**config.mk**
```make
export PLATFORM = sky130hd
export DESIGN_NAME = scp_system_clock_select_prescale
export DESIGN_NICKNAME = d
export VERILOG_FILES = /design/src/rtl/scp_pkg.sv /design/src/rtl/scp_system_clock_select_prescale.sv
export VERILOG_INCLUDE_DIRS = /design/src /design/src/rtl
export SDC_FILE = /design/constraint.sdc
export NUM_CORES = 1
export LEC_CHECK = 0
export ABC_AREA = 1
export BUFFER_PORTS_ARGS = -buffer_cell sky130_fd_sc_hd__buf_2
export CAP_MARGIN = 20
export CORE_UTILIZATION = 45
export CTS_CLUSTER_DIAMETER = 30
export CTS_CLUSTER_SIZE = 30
export DETAILED_ROUTE_END_ITERATION = 12
export PLACE_DENSITY = 0.88
export SLEW_MARGIN = 20
export SYNTH_ARGS = -nofsm -noshare
export SYNTH_HDL_FRONTEND = slang
export SYNTH_SLANG_ARGS = --single-unit
```
**constraint.sdc**
```tcl
create_clock -name clk_i -period 2.3 [get_ports clk_i]
set_input_delay 0 -clock clk_i [delete_from_list [all_inputs] [get_ports clk_i]]
set_output_delay 0 -clock clk_i [all_outputs]
set_load 0.1 [all_outputs]
```
**src/rtl/scp_map.svh**
```systemverilog
// Register offsets, field positions, reset values and timing counts of the clock select block.
`ifndef SCP_MAP_SVH
`define SCP_MAP_SVH

// Register byte offsets on the AXI4-Lite bus.
`define SCP_OFS_SYS_SEL      8'h00
`define SCP_OFS_PRESCALE     8'h04
`define SCP_OFS_FREEZE       8'h08
`define SCP_OFS_RTC_CTRL     8'h0c
`define SCP_OFS_USB_CTRL     8'h10
`define SCP_OFS_STATUS       8'h14

// Field positions.
`define SCP_SYS_SEL_MSB      2
`define SCP_SYS_SEL_LSB      0
`define SCP_PSA_MSB          6
`define SCP_PSA_LSB          2
`define SCP_PSBC_MSB         1
`define SCP_PSBC_LSB         0
`define SCP_FREEZE_BIT       0
`define SCP_RTC_SRC_MSB      3
`define SCP_RTC_SRC_LSB      1
`define SCP_RTC_EN_BIT       0
`define SCP_USB_DIV_MSB      5
`define SCP_USB_DIV_LSB      3
`define SCP_USB_SRC_MSB      2
`define SCP_USB_SRC_LSB      1
`define SCP_USB_EN_BIT       0
`define SCP_STAT_SW_BIT      3

// Reset values.
`define SCP_RST_SYS_SEL      3'h0
`define SCP_RST_PSA          5'h00
`define SCP_RST_PSBC         2'h0
`define SCP_RST_RTC_SRC      3'h0
`define SCP_RST_USB_DIV      3'h0
`define SCP_RST_USB_SRC      2'h0

// Field limits and codes.
`define SCP_SYS_SEL_MAX      3'h4
`define SCP_PSA_MAX          5'h11
`define SCP_USB_DIV_MAX      3'h5
`define SCP_USB_SRC_MAX      2'h1
`define SCP_RTC_RSV_A        3'h3
`define SCP_RTC_RSV_B        3'h4
`define SCP_PSBC_B4          2'h2
`define SCP_PSBC_B2          2'h3

// Source clock cycles spent on each side of a system clock switch.
`define SCP_SWITCH_CYCLES    2

// AXI response codes.
`define SCP_RESP_OKAY        2'h0
`define SCP_RESP_SLVERR      2'h2

`endif

```
**src/rtl/scp_pkg.sv**
```systemverilog
// Types shared by the clock select and prescaler block.
package scp_pkg;

  typedef enum logic [1:0]
  {
    SCP_SW_IDLE = 2'b00,
    SCP_SW_OLD  = 2'b01,
    SCP_SW_NEW  = 2'b10
  } scp_switch_state_t;

endpackage

```
**src/rtl/scp_system_clock_select_prescale.sv**
```systemverilog
// System clock selection, prescalers, RTC and USB clock control with AXI4-Lite registers.
// Function
// System clock source chosen by 3-bit code, 000 to 100; 101-111 reserved.
// Source switch takes two outgoing cycles then two incoming cycles.
// Select write refused while the requested source is not stable.
// Outgoing source kept enabled until the switch has completed.
// Select and prescaler registers written only under configuration change protection.
// Prescaler A divides by 1 to 512 from a 5-bit code.
// Prescaler A changeable at run time, setting the x4 peripheral clock.
// 2-bit code sets prescaler B and C divisors.
// B makes x2 clock from x4; C makes base and CPU clocks.
// Freeze bit blocks further select and prescaler changes until reset.
// Freeze bit clears only on reset; set only under protection.
// 3-bit code selects RTC clock source; 011 and 100 reserved.
// RTC enable passes the selected source; clear withholds it.
// 3-bit code divides the USB clock by 1 to 32.
// USB divide field ignored while USB source enable is set.
// 2-bit code selects USB source: PLL or 32MHz oscillator.
// Software calibrates 32MHz oscillator to 48MHz before using it for USB.
// USB enable delivers the selected, divided source to the USB module.
// Software writes zero to every reserved bit.
// Prescaler changes stay glitch free, applied at slowest clock edge.
// Disabled oscillator cannot be selected; active oscillator cannot be disabled.
// Reserved codes in any field are ignored, keeping the old value.
// After reset select is 000 and prescalers give no division.
`timescale 1ns/1ps
`include "scp_map.svh"

module scp_system_clock_select_prescale
(
  // Clock and reset.
  input  wire logic        clk_i,
  input  wire logic        rst_n_i,
  // AXI4-Lite write address channel.
  input  wire logic [31:0] s_axi_awaddr_i,
  input  wire logic        s_axi_awvalid_i,
  output      logic        s_axi_awready_o,
  // AXI4-Lite write data channel.
  input  wire logic [31:0] s_axi_wdata_i,
  input  wire logic [3:0]  s_axi_wstrb_i,
  input  wire logic        s_axi_wvalid_i,
  output      logic        s_axi_wready_o,
  // AXI4-Lite write response channel.
  output      logic [1:0]  s_axi_bresp_o,
  output      logic        s_axi_bvalid_o,
  input  wire logic        s_axi_bready_i,
  // AXI4-Lite read address channel.
  input  wire logic [31:0] s_axi_araddr_i,
  input  wire logic        s_axi_arvalid_i,
  output      logic        s_axi_arready_o,
  // AXI4-Lite read data channel.
  output      logic [31:0] s_axi_rdata_o,
  output      logic [1:0]  s_axi_rresp_o,
  output      logic        s_axi_rvalid_o,
  input  wire logic        s_axi_rready_i,
  // Configuration change protection window.
  input  wire logic        ccp_unlock_i,
  // Oscillator status and source ticks, indexed by system select code.
  input  wire logic [4:0]  osc_enabled_i,
  input  wire logic [4:0]  osc_ready_i,
  input  wire logic [4:0]  osc_tick_i,
  // RTC and USB source ticks, indexed by their select codes.
  input  wire logic [7:0]  rtc_src_tick_i,
  input  wire logic [1:0]  usb_src_tick_i,
  // Oscillators that must stay enabled.
  output      logic [4:0]  osc_hold_on_o,
  // Clock selection state.
  output      logic [2:0]  sys_src_active_o,
  output      logic        sys_switching_o,
  // Derived clock ticks.
  output      logic        system_clk_o,
  output      logic        periph_clk_x4_o,
  output      logic        periph_clk_x2_o,
  output      logic        periph_clk_base_o,
  output      logic        cpu_clk_o,
  output      logic        rtc_clk_o,
  output      logic        usb_clk_o
);

  // Register address decode, shared by writes and reads.
  function automatic logic hit(input logic [31:0] addr, input logic [7:0] ofs);
    hit = (addr[7:2] == ofs[7:2]);
  endfunction

  // Prescaler A code check.
  function automatic logic psa_valid(input logic [4:0] code);
    psa_valid = (code == 5'h00) || (code[0] && (code <= `SCP_PSA_MAX));
  endfunction

  // Prescaler A code to power of two.
  function automatic logic [3:0] psa_log2(input logic [4:0] code);
    logic [5:0] t;
    t = ({1'b0, code} + 6'h01) >> 1;
    psa_log2 = (code == 5'h00) ? 4'h0 : t[3:0];
  endfunction

  // Software-visible settings.
  logic [2:0]  sys_sel;
  logic [4:0]  psa;
  logic [1:0]  psbc;
  logic        freeze;
  logic [2:0]  rtc_sel;
  logic        rtc_en;
  logic [2:0]  usb_div;
  logic [1:0]  usb_sel;
  logic        usb_en;

  // Switch and prescaler state.
  scp_pkg::scp_switch_state_t sw_state;
  logic [2:0]  act_sel;
  logic        sw_cnt;
  logic [4:0]  psa_act;
  logic [1:0]  psbc_act;
  logic [8:0]  cnt_a;
  logic [1:0]  cnt_b;
  logic        cnt_c;
  logic [4:0]  usb_cnt;

  // Bus state.
  logic        aw_got;
  logic        w_got;
  logic [31:0] awaddr_q;
  logic [31:0] wdata_q;
  logic        wstrb0_q;
  logic        do_wr;
  logic        wr_map;

  // Combinational decode.
  logic [8:0]  mask_a;
  logic [9:0]  mask_a_w;
  logic [1:0]  mask_b;
  logic        mask_c;
  logic        sys_tick;
  logic        x4_tick;
  logic        x2_tick;
  logic        base_tick;
  logic [5:0]  usb_mask_w;
  logic [4:0]  usb_mask;
  logic        usb_tick;
  logic        prot_ok;
  logic [2:0]  w_sys;
  logic [4:0]  w_psa;
  logic [1:0]  w_psbc;
  logic [2:0]  w_rtc;
  logic [2:0]  w_udiv;
  logic [1:0]  w_usrc;
  logic [31:0] next_rdata;
  logic        next_rmap;

  assign do_wr   = aw_got && w_got && !s_axi_bvalid_o;
  assign prot_ok = ccp_unlock_i && !freeze;
  assign w_sys   = wdata_q[`SCP_SYS_SEL_MSB:`SCP_SYS_SEL_LSB];
  assign w_psa   = wdata_q[`SCP_PSA_MSB:`SCP_PSA_LSB];
  assign w_psbc  = wdata_q[`SCP_PSBC_MSB:`SCP_PSBC_LSB];
  assign w_rtc   = wdata_q[`SCP_RTC_SRC_MSB:`SCP_RTC_SRC_LSB];
  assign w_udiv  = wdata_q[`SCP_USB_DIV_MSB:`SCP_USB_DIV_LSB];
  assign w_usrc  = wdata_q[`SCP_USB_SRC_MSB:`SCP_USB_SRC_LSB];
  assign wr_map  = hit(awaddr_q, `SCP_OFS_SYS_SEL) || hit(awaddr_q, `SCP_OFS_PRESCALE)
                || hit(awaddr_q, `SCP_OFS_FREEZE) || hit(awaddr_q, `SCP_OFS_RTC_CTRL)
                || hit(awaddr_q, `SCP_OFS_USB_CTRL) || hit(awaddr_q, `SCP_OFS_STATUS);

  // The system clock pauses while a switch is in progress.
  assign sys_tick = (sw_state == scp_pkg::SCP_SW_IDLE) && osc_tick_i[act_sel];

  always_comb
  begin
    mask_a_w = (10'h001 << psa_log2(psa_act)) - 10'h001;
    mask_a   = mask_a_w[8:0];
    case (psbc_act)
      `SCP_PSBC_B4: mask_b = 2'h3;
      `SCP_PSBC_B2: mask_b = 2'h1;
      default:      mask_b = 2'h0;
    endcase
    mask_c = psbc_act[0];
  end

  // Chained ticks keep the x4, x2, base and CPU clocks aligned to the system clock.
  assign x4_tick   = sys_tick && (cnt_a == mask_a);
  assign x2_tick   = x4_tick && (cnt_b == mask_b);
  assign base_tick = x2_tick && (cnt_c == mask_c);

  assign usb_mask_w = (6'h01 << usb_div) - 6'h01;
  assign usb_mask   = usb_mask_w[4:0];
  assign usb_tick   = usb_src_tick_i[usb_sel[0]] && (usb_cnt == usb_mask);

  // AXI write address and data capture, either order.
  always_ff @(posedge clk_i or negedge rst_n_i)
  begin
    if (!rst_n_i)
    begin
      aw_got   <= 1'b0;
      w_got    <= 1'b0;
      awaddr_q <= 32'h0000_0000;
      wdata_q  <= 32'h0000_0000;
      wstrb0_q <= 1'b0;
    end
    else if (do_wr)
    begin
      aw_got <= 1'b0;
      w_got  <= 1'b0;
    end
    else
    begin
      if (s_axi_awvalid_i && s_axi_awready_o)
      begin
        aw_got   <= 1'b1;
        awaddr_q <= s_axi_awaddr_i;
      end
      if (s_axi_wvalid_i && s_axi_wready_o)
      begin
        w_got    <= 1'b1;
        wdata_q  <= s_axi_wdata_i;
        wstrb0_q <= s_axi_wstrb_i[0];
      end
    end
  end

  assign s_axi_awready_o = !aw_got && !s_axi_bvalid_o;
  assign s_axi_wready_o  = !w_got && !s_axi_bvalid_o;

  // AXI write response.
  always_ff @(posedge clk_i or negedge rst_n_i)
  begin
    if (!rst_n_i)
    begin
      s_axi_bvalid_o <= 1'b0;
      s_axi_bresp_o  <= `SCP_RESP_OKAY;
    end
    else if (do_wr)
    begin
      s_axi_bvalid_o <= 1'b1;
      s_axi_bresp_o  <= wr_map ? `SCP_RESP_OKAY : `SCP_RESP_SLVERR;
    end
    else if (s_axi_bready_i)
    begin
      s_axi_bvalid_o <= 1'b0;
    end
  end

  // System clock select register and switch request.
  always_ff @(posedge clk_i or negedge rst_n_i)
  begin
    if (!rst_n_i)
    begin
      sys_sel <= `SCP_RST_SYS_SEL;
    end
    else if (do_wr && wstrb0_q && hit(awaddr_q, `SCP_OFS_SYS_SEL) && prot_ok
             && (sw_state == scp_pkg::SCP_SW_IDLE)
             && (w_sys <= `SCP_SYS_SEL_MAX)
             && osc_enabled_i[w_sys] && osc_ready_i[w_sys])
    begin
      sys_sel <= w_sys;
    end
  end

  // Switch sequencer: two ticks of the old source, then two of the new.
  always_ff @(posedge clk_i or negedge rst_n_i)
  begin
    if (!rst_n_i)
    begin
      sw_state <= scp_pkg::SCP_SW_IDLE;
      sw_cnt   <= 1'b0;
      act_sel  <= `SCP_RST_SYS_SEL;
    end
    else
    begin
      case (sw_state)
        scp_pkg::SCP_SW_IDLE:
        begin
          sw_cnt <= 1'b0;
          if (sys_sel != act_sel)
          begin
            sw_state <= scp_pkg::SCP_SW_OLD;
          end
        end
        scp_pkg::SCP_SW_OLD:
        begin
          if (osc_tick_i[act_sel])
          begin
            sw_cnt <= !sw_cnt;
            if (sw_cnt)
            begin
              sw_state <= scp_pkg::SCP_SW_NEW;
            end
          end
        end
        scp_pkg::SCP_SW_NEW:
        begin
          if (osc_tick_i[sys_sel])
          begin
            sw_cnt <= !sw_cnt;
            if (sw_cnt)
            begin
              sw_state <= scp_pkg::SCP_SW_IDLE;
              act_sel  <= sys_sel;
            end
          end
        end
        default:
        begin
          sw_state <= scp_pkg::SCP_SW_IDLE;
          sw_cnt   <= 1'b0;
        end
      endcase
    end
  end

  // Oscillators that may not be disabled: the running one and, mid switch, the target.
  always_ff @(posedge clk_i or negedge rst_n_i)
  begin
    if (!rst_n_i)
    begin
      osc_hold_on_o <= 5'h01;
    end
    else
    begin
      osc_hold_on_o <= (5'h01 << act_sel) | (5'h01 << sys_sel);
    end
  end

  // Prescaler control register.
  always_ff @(posedge clk_i or negedge rst_n_i)
  begin
    if (!rst_n_i)
    begin
      psa  <= `SCP_RST_PSA;
      psbc <= `SCP_RST_PSBC;
    end
    else if (do_wr && wstrb0_q && hit(awaddr_q, `SCP_OFS_PRESCALE) && prot_ok)
    begin
      if (psa_valid(w_psa))
      begin
        psa <= w_psa;
      end
      psbc <= w_psbc;
    end
  end

  // Freeze bit, cleared only by reset.
  always_ff @(posedge clk_i or negedge rst_n_i)
  begin
    if (!rst_n_i)
    begin
      freeze <= 1'b0;
    end
    else if (do_wr && wstrb0_q && hit(awaddr_q, `SCP_OFS_FREEZE) && ccp_unlock_i
             && wdata_q[`SCP_FREEZE_BIT])
    begin
      freeze <= 1'b1;
    end
  end

  // Prescaler counters; new settings load on a base clock edge.
  always_ff @(posedge clk_i or negedge rst_n_i)
  begin
    if (!rst_n_i)
    begin
      cnt_a    <= 9'h000;
      cnt_b    <= 2'h0;
      cnt_c    <= 1'b0;
      psa_act  <= `SCP_RST_PSA;
      psbc_act <= `SCP_RST_PSBC;
    end
    else
    begin
      if (sys_tick)
      begin
        cnt_a <= x4_tick ? 9'h000 : cnt_a + 9'h001;
      end
      if (x4_tick)
      begin
        cnt_b <= x2_tick ? 2'h0 : cnt_b + 2'h1;
      end
      if (x2_tick)
      begin
        cnt_c <= base_tick ? 1'b0 : !cnt_c;
      end
      if (base_tick)
      begin
        psa_act  <= psa;
        psbc_act <= psbc;
      end
    end
  end

  // Derived clock tick outputs.
  always_ff @(posedge clk_i or negedge rst_n_i)
  begin
    if (!rst_n_i)
    begin
      system_clk_o      <= 1'b0;
      periph_clk_x4_o   <= 1'b0;
      periph_clk_x2_o   <= 1'b0;
      periph_clk_base_o <= 1'b0;
      cpu_clk_o         <= 1'b0;
      sys_src_active_o  <= `SCP_RST_SYS_SEL;
      sys_switching_o   <= 1'b0;
    end
    else
    begin
      system_clk_o      <= sys_tick;
      periph_clk_x4_o   <= x4_tick;
      periph_clk_x2_o   <= x2_tick;
      periph_clk_base_o <= base_tick;
      cpu_clk_o         <= base_tick;
      sys_src_active_o  <= act_sel;
      sys_switching_o   <= (sw_state != scp_pkg::SCP_SW_IDLE);
    end
  end

  // RTC clock control register.
  always_ff @(posedge clk_i or negedge rst_n_i)
  begin
    if (!rst_n_i)
    begin
      rtc_sel <= `SCP_RST_RTC_SRC;
      rtc_en  <= 1'b0;
    end
    else if (do_wr && wstrb0_q && hit(awaddr_q, `SCP_OFS_RTC_CTRL))
    begin
      if ((w_rtc != `SCP_RTC_RSV_A) && (w_rtc != `SCP_RTC_RSV_B))
      begin
        rtc_sel <= w_rtc;
      end
      rtc_en <= wdata_q[`SCP_RTC_EN_BIT];
    end
  end

  // RTC clock gate.
  always_ff @(posedge clk_i or negedge rst_n_i)
  begin
    if (!rst_n_i)
    begin
      rtc_clk_o <= 1'b0;
    end
    else
    begin
      rtc_clk_o <= rtc_en && rtc_src_tick_i[rtc_sel];
    end
  end

  // USB clock control register.
  always_ff @(posedge clk_i or negedge rst_n_i)
  begin
    if (!rst_n_i)
    begin
      usb_div <= `SCP_RST_USB_DIV;
      usb_sel <= `SCP_RST_USB_SRC;
      usb_en  <= 1'b0;
    end
    else if (do_wr && wstrb0_q && hit(awaddr_q, `SCP_OFS_USB_CTRL))
    begin
      if (!usb_en && (w_udiv <= `SCP_USB_DIV_MAX))
      begin
        usb_div <= w_udiv;
      end
      if (w_usrc <= `SCP_USB_SRC_MAX)
      begin
        usb_sel <= w_usrc;
      end
      usb_en <= wdata_q[`SCP_USB_EN_BIT];
    end
  end

  // USB divider and gate.
  always_ff @(posedge clk_i or negedge rst_n_i)
  begin
    if (!rst_n_i)
    begin
      usb_cnt   <= 5'h00;
      usb_clk_o <= 1'b0;
    end
    else
    begin
      if (!usb_en)
      begin
        usb_cnt <= 5'h00;
      end
      else if (usb_src_tick_i[usb_sel[0]])
      begin
        usb_cnt <= usb_tick ? 5'h00 : usb_cnt + 5'h01;
      end
      usb_clk_o <= usb_en && usb_tick;
    end
  end

  // Read data mux.
  always_comb
  begin
    next_rdata = 32'h0000_0000;
    next_rmap  = 1'b1;
    if (hit(s_axi_araddr_i, `SCP_OFS_SYS_SEL))
    begin
      next_rdata[`SCP_SYS_SEL_MSB:`SCP_SYS_SEL_LSB] = sys_sel;
    end
    else if (hit(s_axi_araddr_i, `SCP_OFS_PRESCALE))
    begin
      next_rdata[`SCP_PSA_MSB:`SCP_PSA_LSB]   = psa;
      next_rdata[`SCP_PSBC_MSB:`SCP_PSBC_LSB] = psbc;
    end
    else if (hit(s_axi_araddr_i, `SCP_OFS_FREEZE))
    begin
      next_rdata[`SCP_FREEZE_BIT] = freeze;
    end
    else if (hit(s_axi_araddr_i, `SCP_OFS_RTC_CTRL))
    begin
      next_rdata[`SCP_RTC_SRC_MSB:`SCP_RTC_SRC_LSB] = rtc_sel;
      next_rdata[`SCP_RTC_EN_BIT]                   = rtc_en;
    end
    else if (hit(s_axi_araddr_i, `SCP_OFS_USB_CTRL))
    begin
      next_rdata[`SCP_USB_DIV_MSB:`SCP_USB_DIV_LSB] = usb_div;
      next_rdata[`SCP_USB_SRC_MSB:`SCP_USB_SRC_LSB] = usb_sel;
      next_rdata[`SCP_USB_EN_BIT]                   = usb_en;
    end
    else if (hit(s_axi_araddr_i, `SCP_OFS_STATUS))
    begin
      next_rdata[`SCP_SYS_SEL_MSB:`SCP_SYS_SEL_LSB] = act_sel;
      next_rdata[`SCP_STAT_SW_BIT] = (sw_state != scp_pkg::SCP_SW_IDLE);
    end
    else
    begin
      next_rmap = 1'b0;
    end
  end

  assign s_axi_arready_o = !s_axi_rvalid_o;

  // AXI read response.
  always_ff @(posedge clk_i or negedge rst_n_i)
  begin
    if (!rst_n_i)
    begin
      s_axi_rvalid_o <= 1'b0;
      s_axi_rdata_o  <= 32'h0000_0000;
      s_axi_rresp_o  <= `SCP_RESP_OKAY;
    end
    else if (s_axi_arvalid_i && s_axi_arready_o)
    begin
      s_axi_rvalid_o <= 1'b1;
      s_axi_rdata_o  <= next_rdata;
      s_axi_rresp_o  <= next_rmap ? `SCP_RESP_OKAY : `SCP_RESP_SLVERR;
    end
    else if (s_axi_rready_i)
    begin
      s_axi_rvalid_o <= 1'b0;
    end
  end

endmodule // scp_system_clock_select_prescale

```
==> impl_metrics.py <==
metrics = {
    "routing": {
        "met3_length_um": 556,
        "drt_first_pass_iters": 11,
        "drt-vias-per-instance": 5.08,
        "routed-wl-met2_um": 6130,
        "top_layer_used": "met4",
        "drt-total-wl_um": 12400,
        "drc": 2,
        "m1WireLength_um": 5350,
        "drt.antenna.violating_nets": 0,
        "routedWlPerCell_um": 13.4,
        "drt_iter0_drc": 228,
        "dr_total_vias": 4715,
    },
    "global_routing": {
        "grt_max_degree": 42,
        "antenna_found_initial": 0,
        "grt_overflow_total": 0,
        "track_usage": 0.225,
        "grt_pass1_vias": 4593,
        "grt_pass1_wl_um": 20900,
    },
    "timing": {
        "finalHoldViolCount": 0,
        "slew_violations": 0,
        "maxSlewHeadroom": 0.607,
        "min_period_ns": 2.62,
        "tightest_slew_ns": 0.587,
        "setup_viol": 22,
        "final.setup.worst_slack_ns": -0.319,
        "finalCritPeriodShare": 1.14,
        "rsz0062_at_grt": "true",
        "max_freq_mhz": 382,
        "skew_ns": 0.00743,
        "holdWs_ns": 0.0463,
    },
    "critical_path": {
        "cp_data_required_time_ns": 2.58,
        "startpoint_type": "flop",
        "r2r_cells": 19,
        "r2r_end": "psbc_act[0]",
        "criticalPathCategory": "flop to flop",
        "cp_data_arrival_time_ns": 2.90,
        "timing.rr.start": "psa_act[1]",
        "endpoint_kind": "flop",
        "worstPathMaxFanout": 7,
        "reg2reg_slack_ns": -0.32,
    },
    "floorplan": {
        "core_area_mm2": 0.0114,
        "die_x_um": 110,
        "io_pins": 190,
        "initial_core_util": 0.461,
        "fp.dieH_um": 110,
        "rows": 39,
        "dieArea_mm2": 0.0121,
    },
    "power": {
        "p_leak_nw": 3.36,
        "worst_ir_drop_vdd_mv": 0.902,
        "power_density_mw_per_mm2": 953,
    },
    "logic_synthesis": {
        "yosys_warnings": 0,
        "async_flop_share": 1.00,
        "netlist_instances": 649,
        "synth.area.top_cells": "dfrtp_1 44%, nand2_1 9.6%, inv_1 5.4%",
        "yosys.area.top_type": "dfrtp_1",
        "avgSynthCellArea_um2": 8.08,
        "synth_cell_type_count": 47,
        "syn_area_mm2": 0.00525,
        "synth-edff-count": 0,
        "yosysTopAreaCellShare": 0.439,
        "ys.flop_type": "dfrtp_1",
        "synth-seq-cells": 93,
        "seq_area_frac_synth": 0.444,
    },
    "worst_hold_path": {
        "holdPathStages": 4,
        "worst_hold_path.endpoint": "usb_cnt[1]",
        "hp-start": "usb_src_tick_i[0]",
        "hp-class": "input pin to flop",
    },
    "clock_network": {
        "cts_made_buffers": 9,
        "cts_buffer_depth": 2,
        "path_clk_slew_ns": 0.06,
        "cts-root-buf": "clkbuf_16",
        "cts_num_sinks": 93,
        "cts_tree": "built",
        "h-tree-depth": 3,
        "clk_latency_ns": 0.34,
    },
    "place": {
        "port_buffers": 82,
        "place_ws_ns": -0.219,
        "dp_hpwl_um": 9210,
        "placed_area_mm2": 0.00594,
        "routabilityCongestion": 0.914,
    },
    "cells_and_area": {
        "drive_gt1_frac": 0.265,
        "nets": 923,
        "mostFrequentLayoutCell": "nand2_1",
        "fin_area_mm2": 0.00652,
        "synthToLayoutAreaGrowth_pct": 24.2,
        "n_antenna_cell": 0,
        "fin_util": 0.573,
        "final_cell_mix": "128 x nand2_1, 88 x dfrtp_1, 81 x buf_2",
    },
    "status": {
        "outcome": "finished, violations left",
        "violations": "design-rule violations, negative setup slack",
    },
    "flow_run": {
        "cap_violations": 0,
    },
}
## where the power goes
part / switching, mW / total (mW) / internal (mW) / leakage, nW
sequential: 0.353 / 2.35 / 2.00 / 1.17
clock: 0.669 / 1.45 / 0.784 / 0.146
combinational: 1.77 / 2.41 / 0.633 / 2.04
## how the worst max path moves through the flow
stage	from	to	slack [ns]	cells past startpoint
after global routing	psa_act[1]	psbc_act[0]	-0.48	19
after CTS	psa_act[0]	psbc_act[0]	-0.21	19
after detailed placement	psa_act[0]	cnt_c	-0.22	20
after global placement	psa_act[0]	cnt_c	-0.11	20
after floorplan	psa_act[0]	psa_act[0]	-0.1	20
final	psa_act[1]	psbc_act[0]	-0.32	19
## through the flow
stage / std cells / total power [mW] / TNS (ns)
after floorplan: 675 / 4.17 / -0.790
after global placement: 887 / 4.65 / -1.32
after detailed placement: 887 / 4.72 / -3.27
after CTS: 925 / 6.23 / -2.88
after global routing: 929 / 6.58 / -8.97
final: 929 / 6.21 / -5.64
## registers in the layout, summed over array words and instances (netlist names), 5 cells and up
| signal | cells |
|---|---|
| osc_hold_on_o | 5 |
| awaddr_q | 6 |
| usb_cnt | 5 |
| wdata_q | 7 |
| psa | 5 |
| psa_act | 5 |
| s_axi_rdata_o | 7 |
| cnt_a | 9 |
## layer usage
| layer | GRT usage | vias to the layer above |
|---|---|---|
| met1 | 0.277 | 2201 |
| met3 | 0.0294 | 30 |
| li1 | - | 2327 |
| met5 | 0 | - |
| met2 | 0.383 | 157 |
| met4 | 0.120 | 0 |
## cells by family after synthesis
family                     Yosys count  share of synthesized area
muxes                                4                    0.00859
DFF                                 93                      0.444
and+or+nand+nor                    306                      0.280
xor gates and xnor gates            15                     0.0250
other                                1                   0.000715
adders and majority gates            9                     0.0215
buffers and inverters              121                      0.110
AOI/OAI and AO/OA                  100                      0.110
## area by class of cell
class                      count  area [µm²]
timing repair buffer         131         842
multi-input combinational    461        2550
clock inverter                 6        51.3
inverter                      85         324
sequential                    93        2330
tap                          143         179
clock buffer                  10         239
fill                         975        4850
## worst max-delay path, cell delays in order (launching register included)
cell	delay [ns]
dfrtp_2	0.43
inv_2	0.08
ha_4	0.13
inv_2	0.03
nor2_2	0.06
nand2_1	0.07
nand2_2	0.10
nand2_4	0.06
nor2_4	0.14
inv_2	0.07
ha_4	0.26
xor2_1	0.15
nand3_1	0.11
nor2_2	0.13
nand3_2	0.09
nor2_2	0.17
nand3_4	0.13
nor2_8	0.15
nand3_1	0.10
nand2_2	0.09
## cell usage after synthesis (all sizes together), types with 4 or more instances
master    n
clkbuf    5
xnor2     5
a21oi    25
buf      31
nor3     10
xor2     10
nor2     73
dfrtp    92
nand4    12
o21ai    49
nand2   151
ha        9
nand3    56
o211ai    4
inv      84
mux2      4
## repair_timing
action	in CTS	in global routing
hold endpoints to repair	85	0
setup endpoints to repair	21	22
pin swaps	5	11
hold buffers	18	0
setup buffers	4	4
resized for setup	4	11
Power figures use the tool's default switching activity.
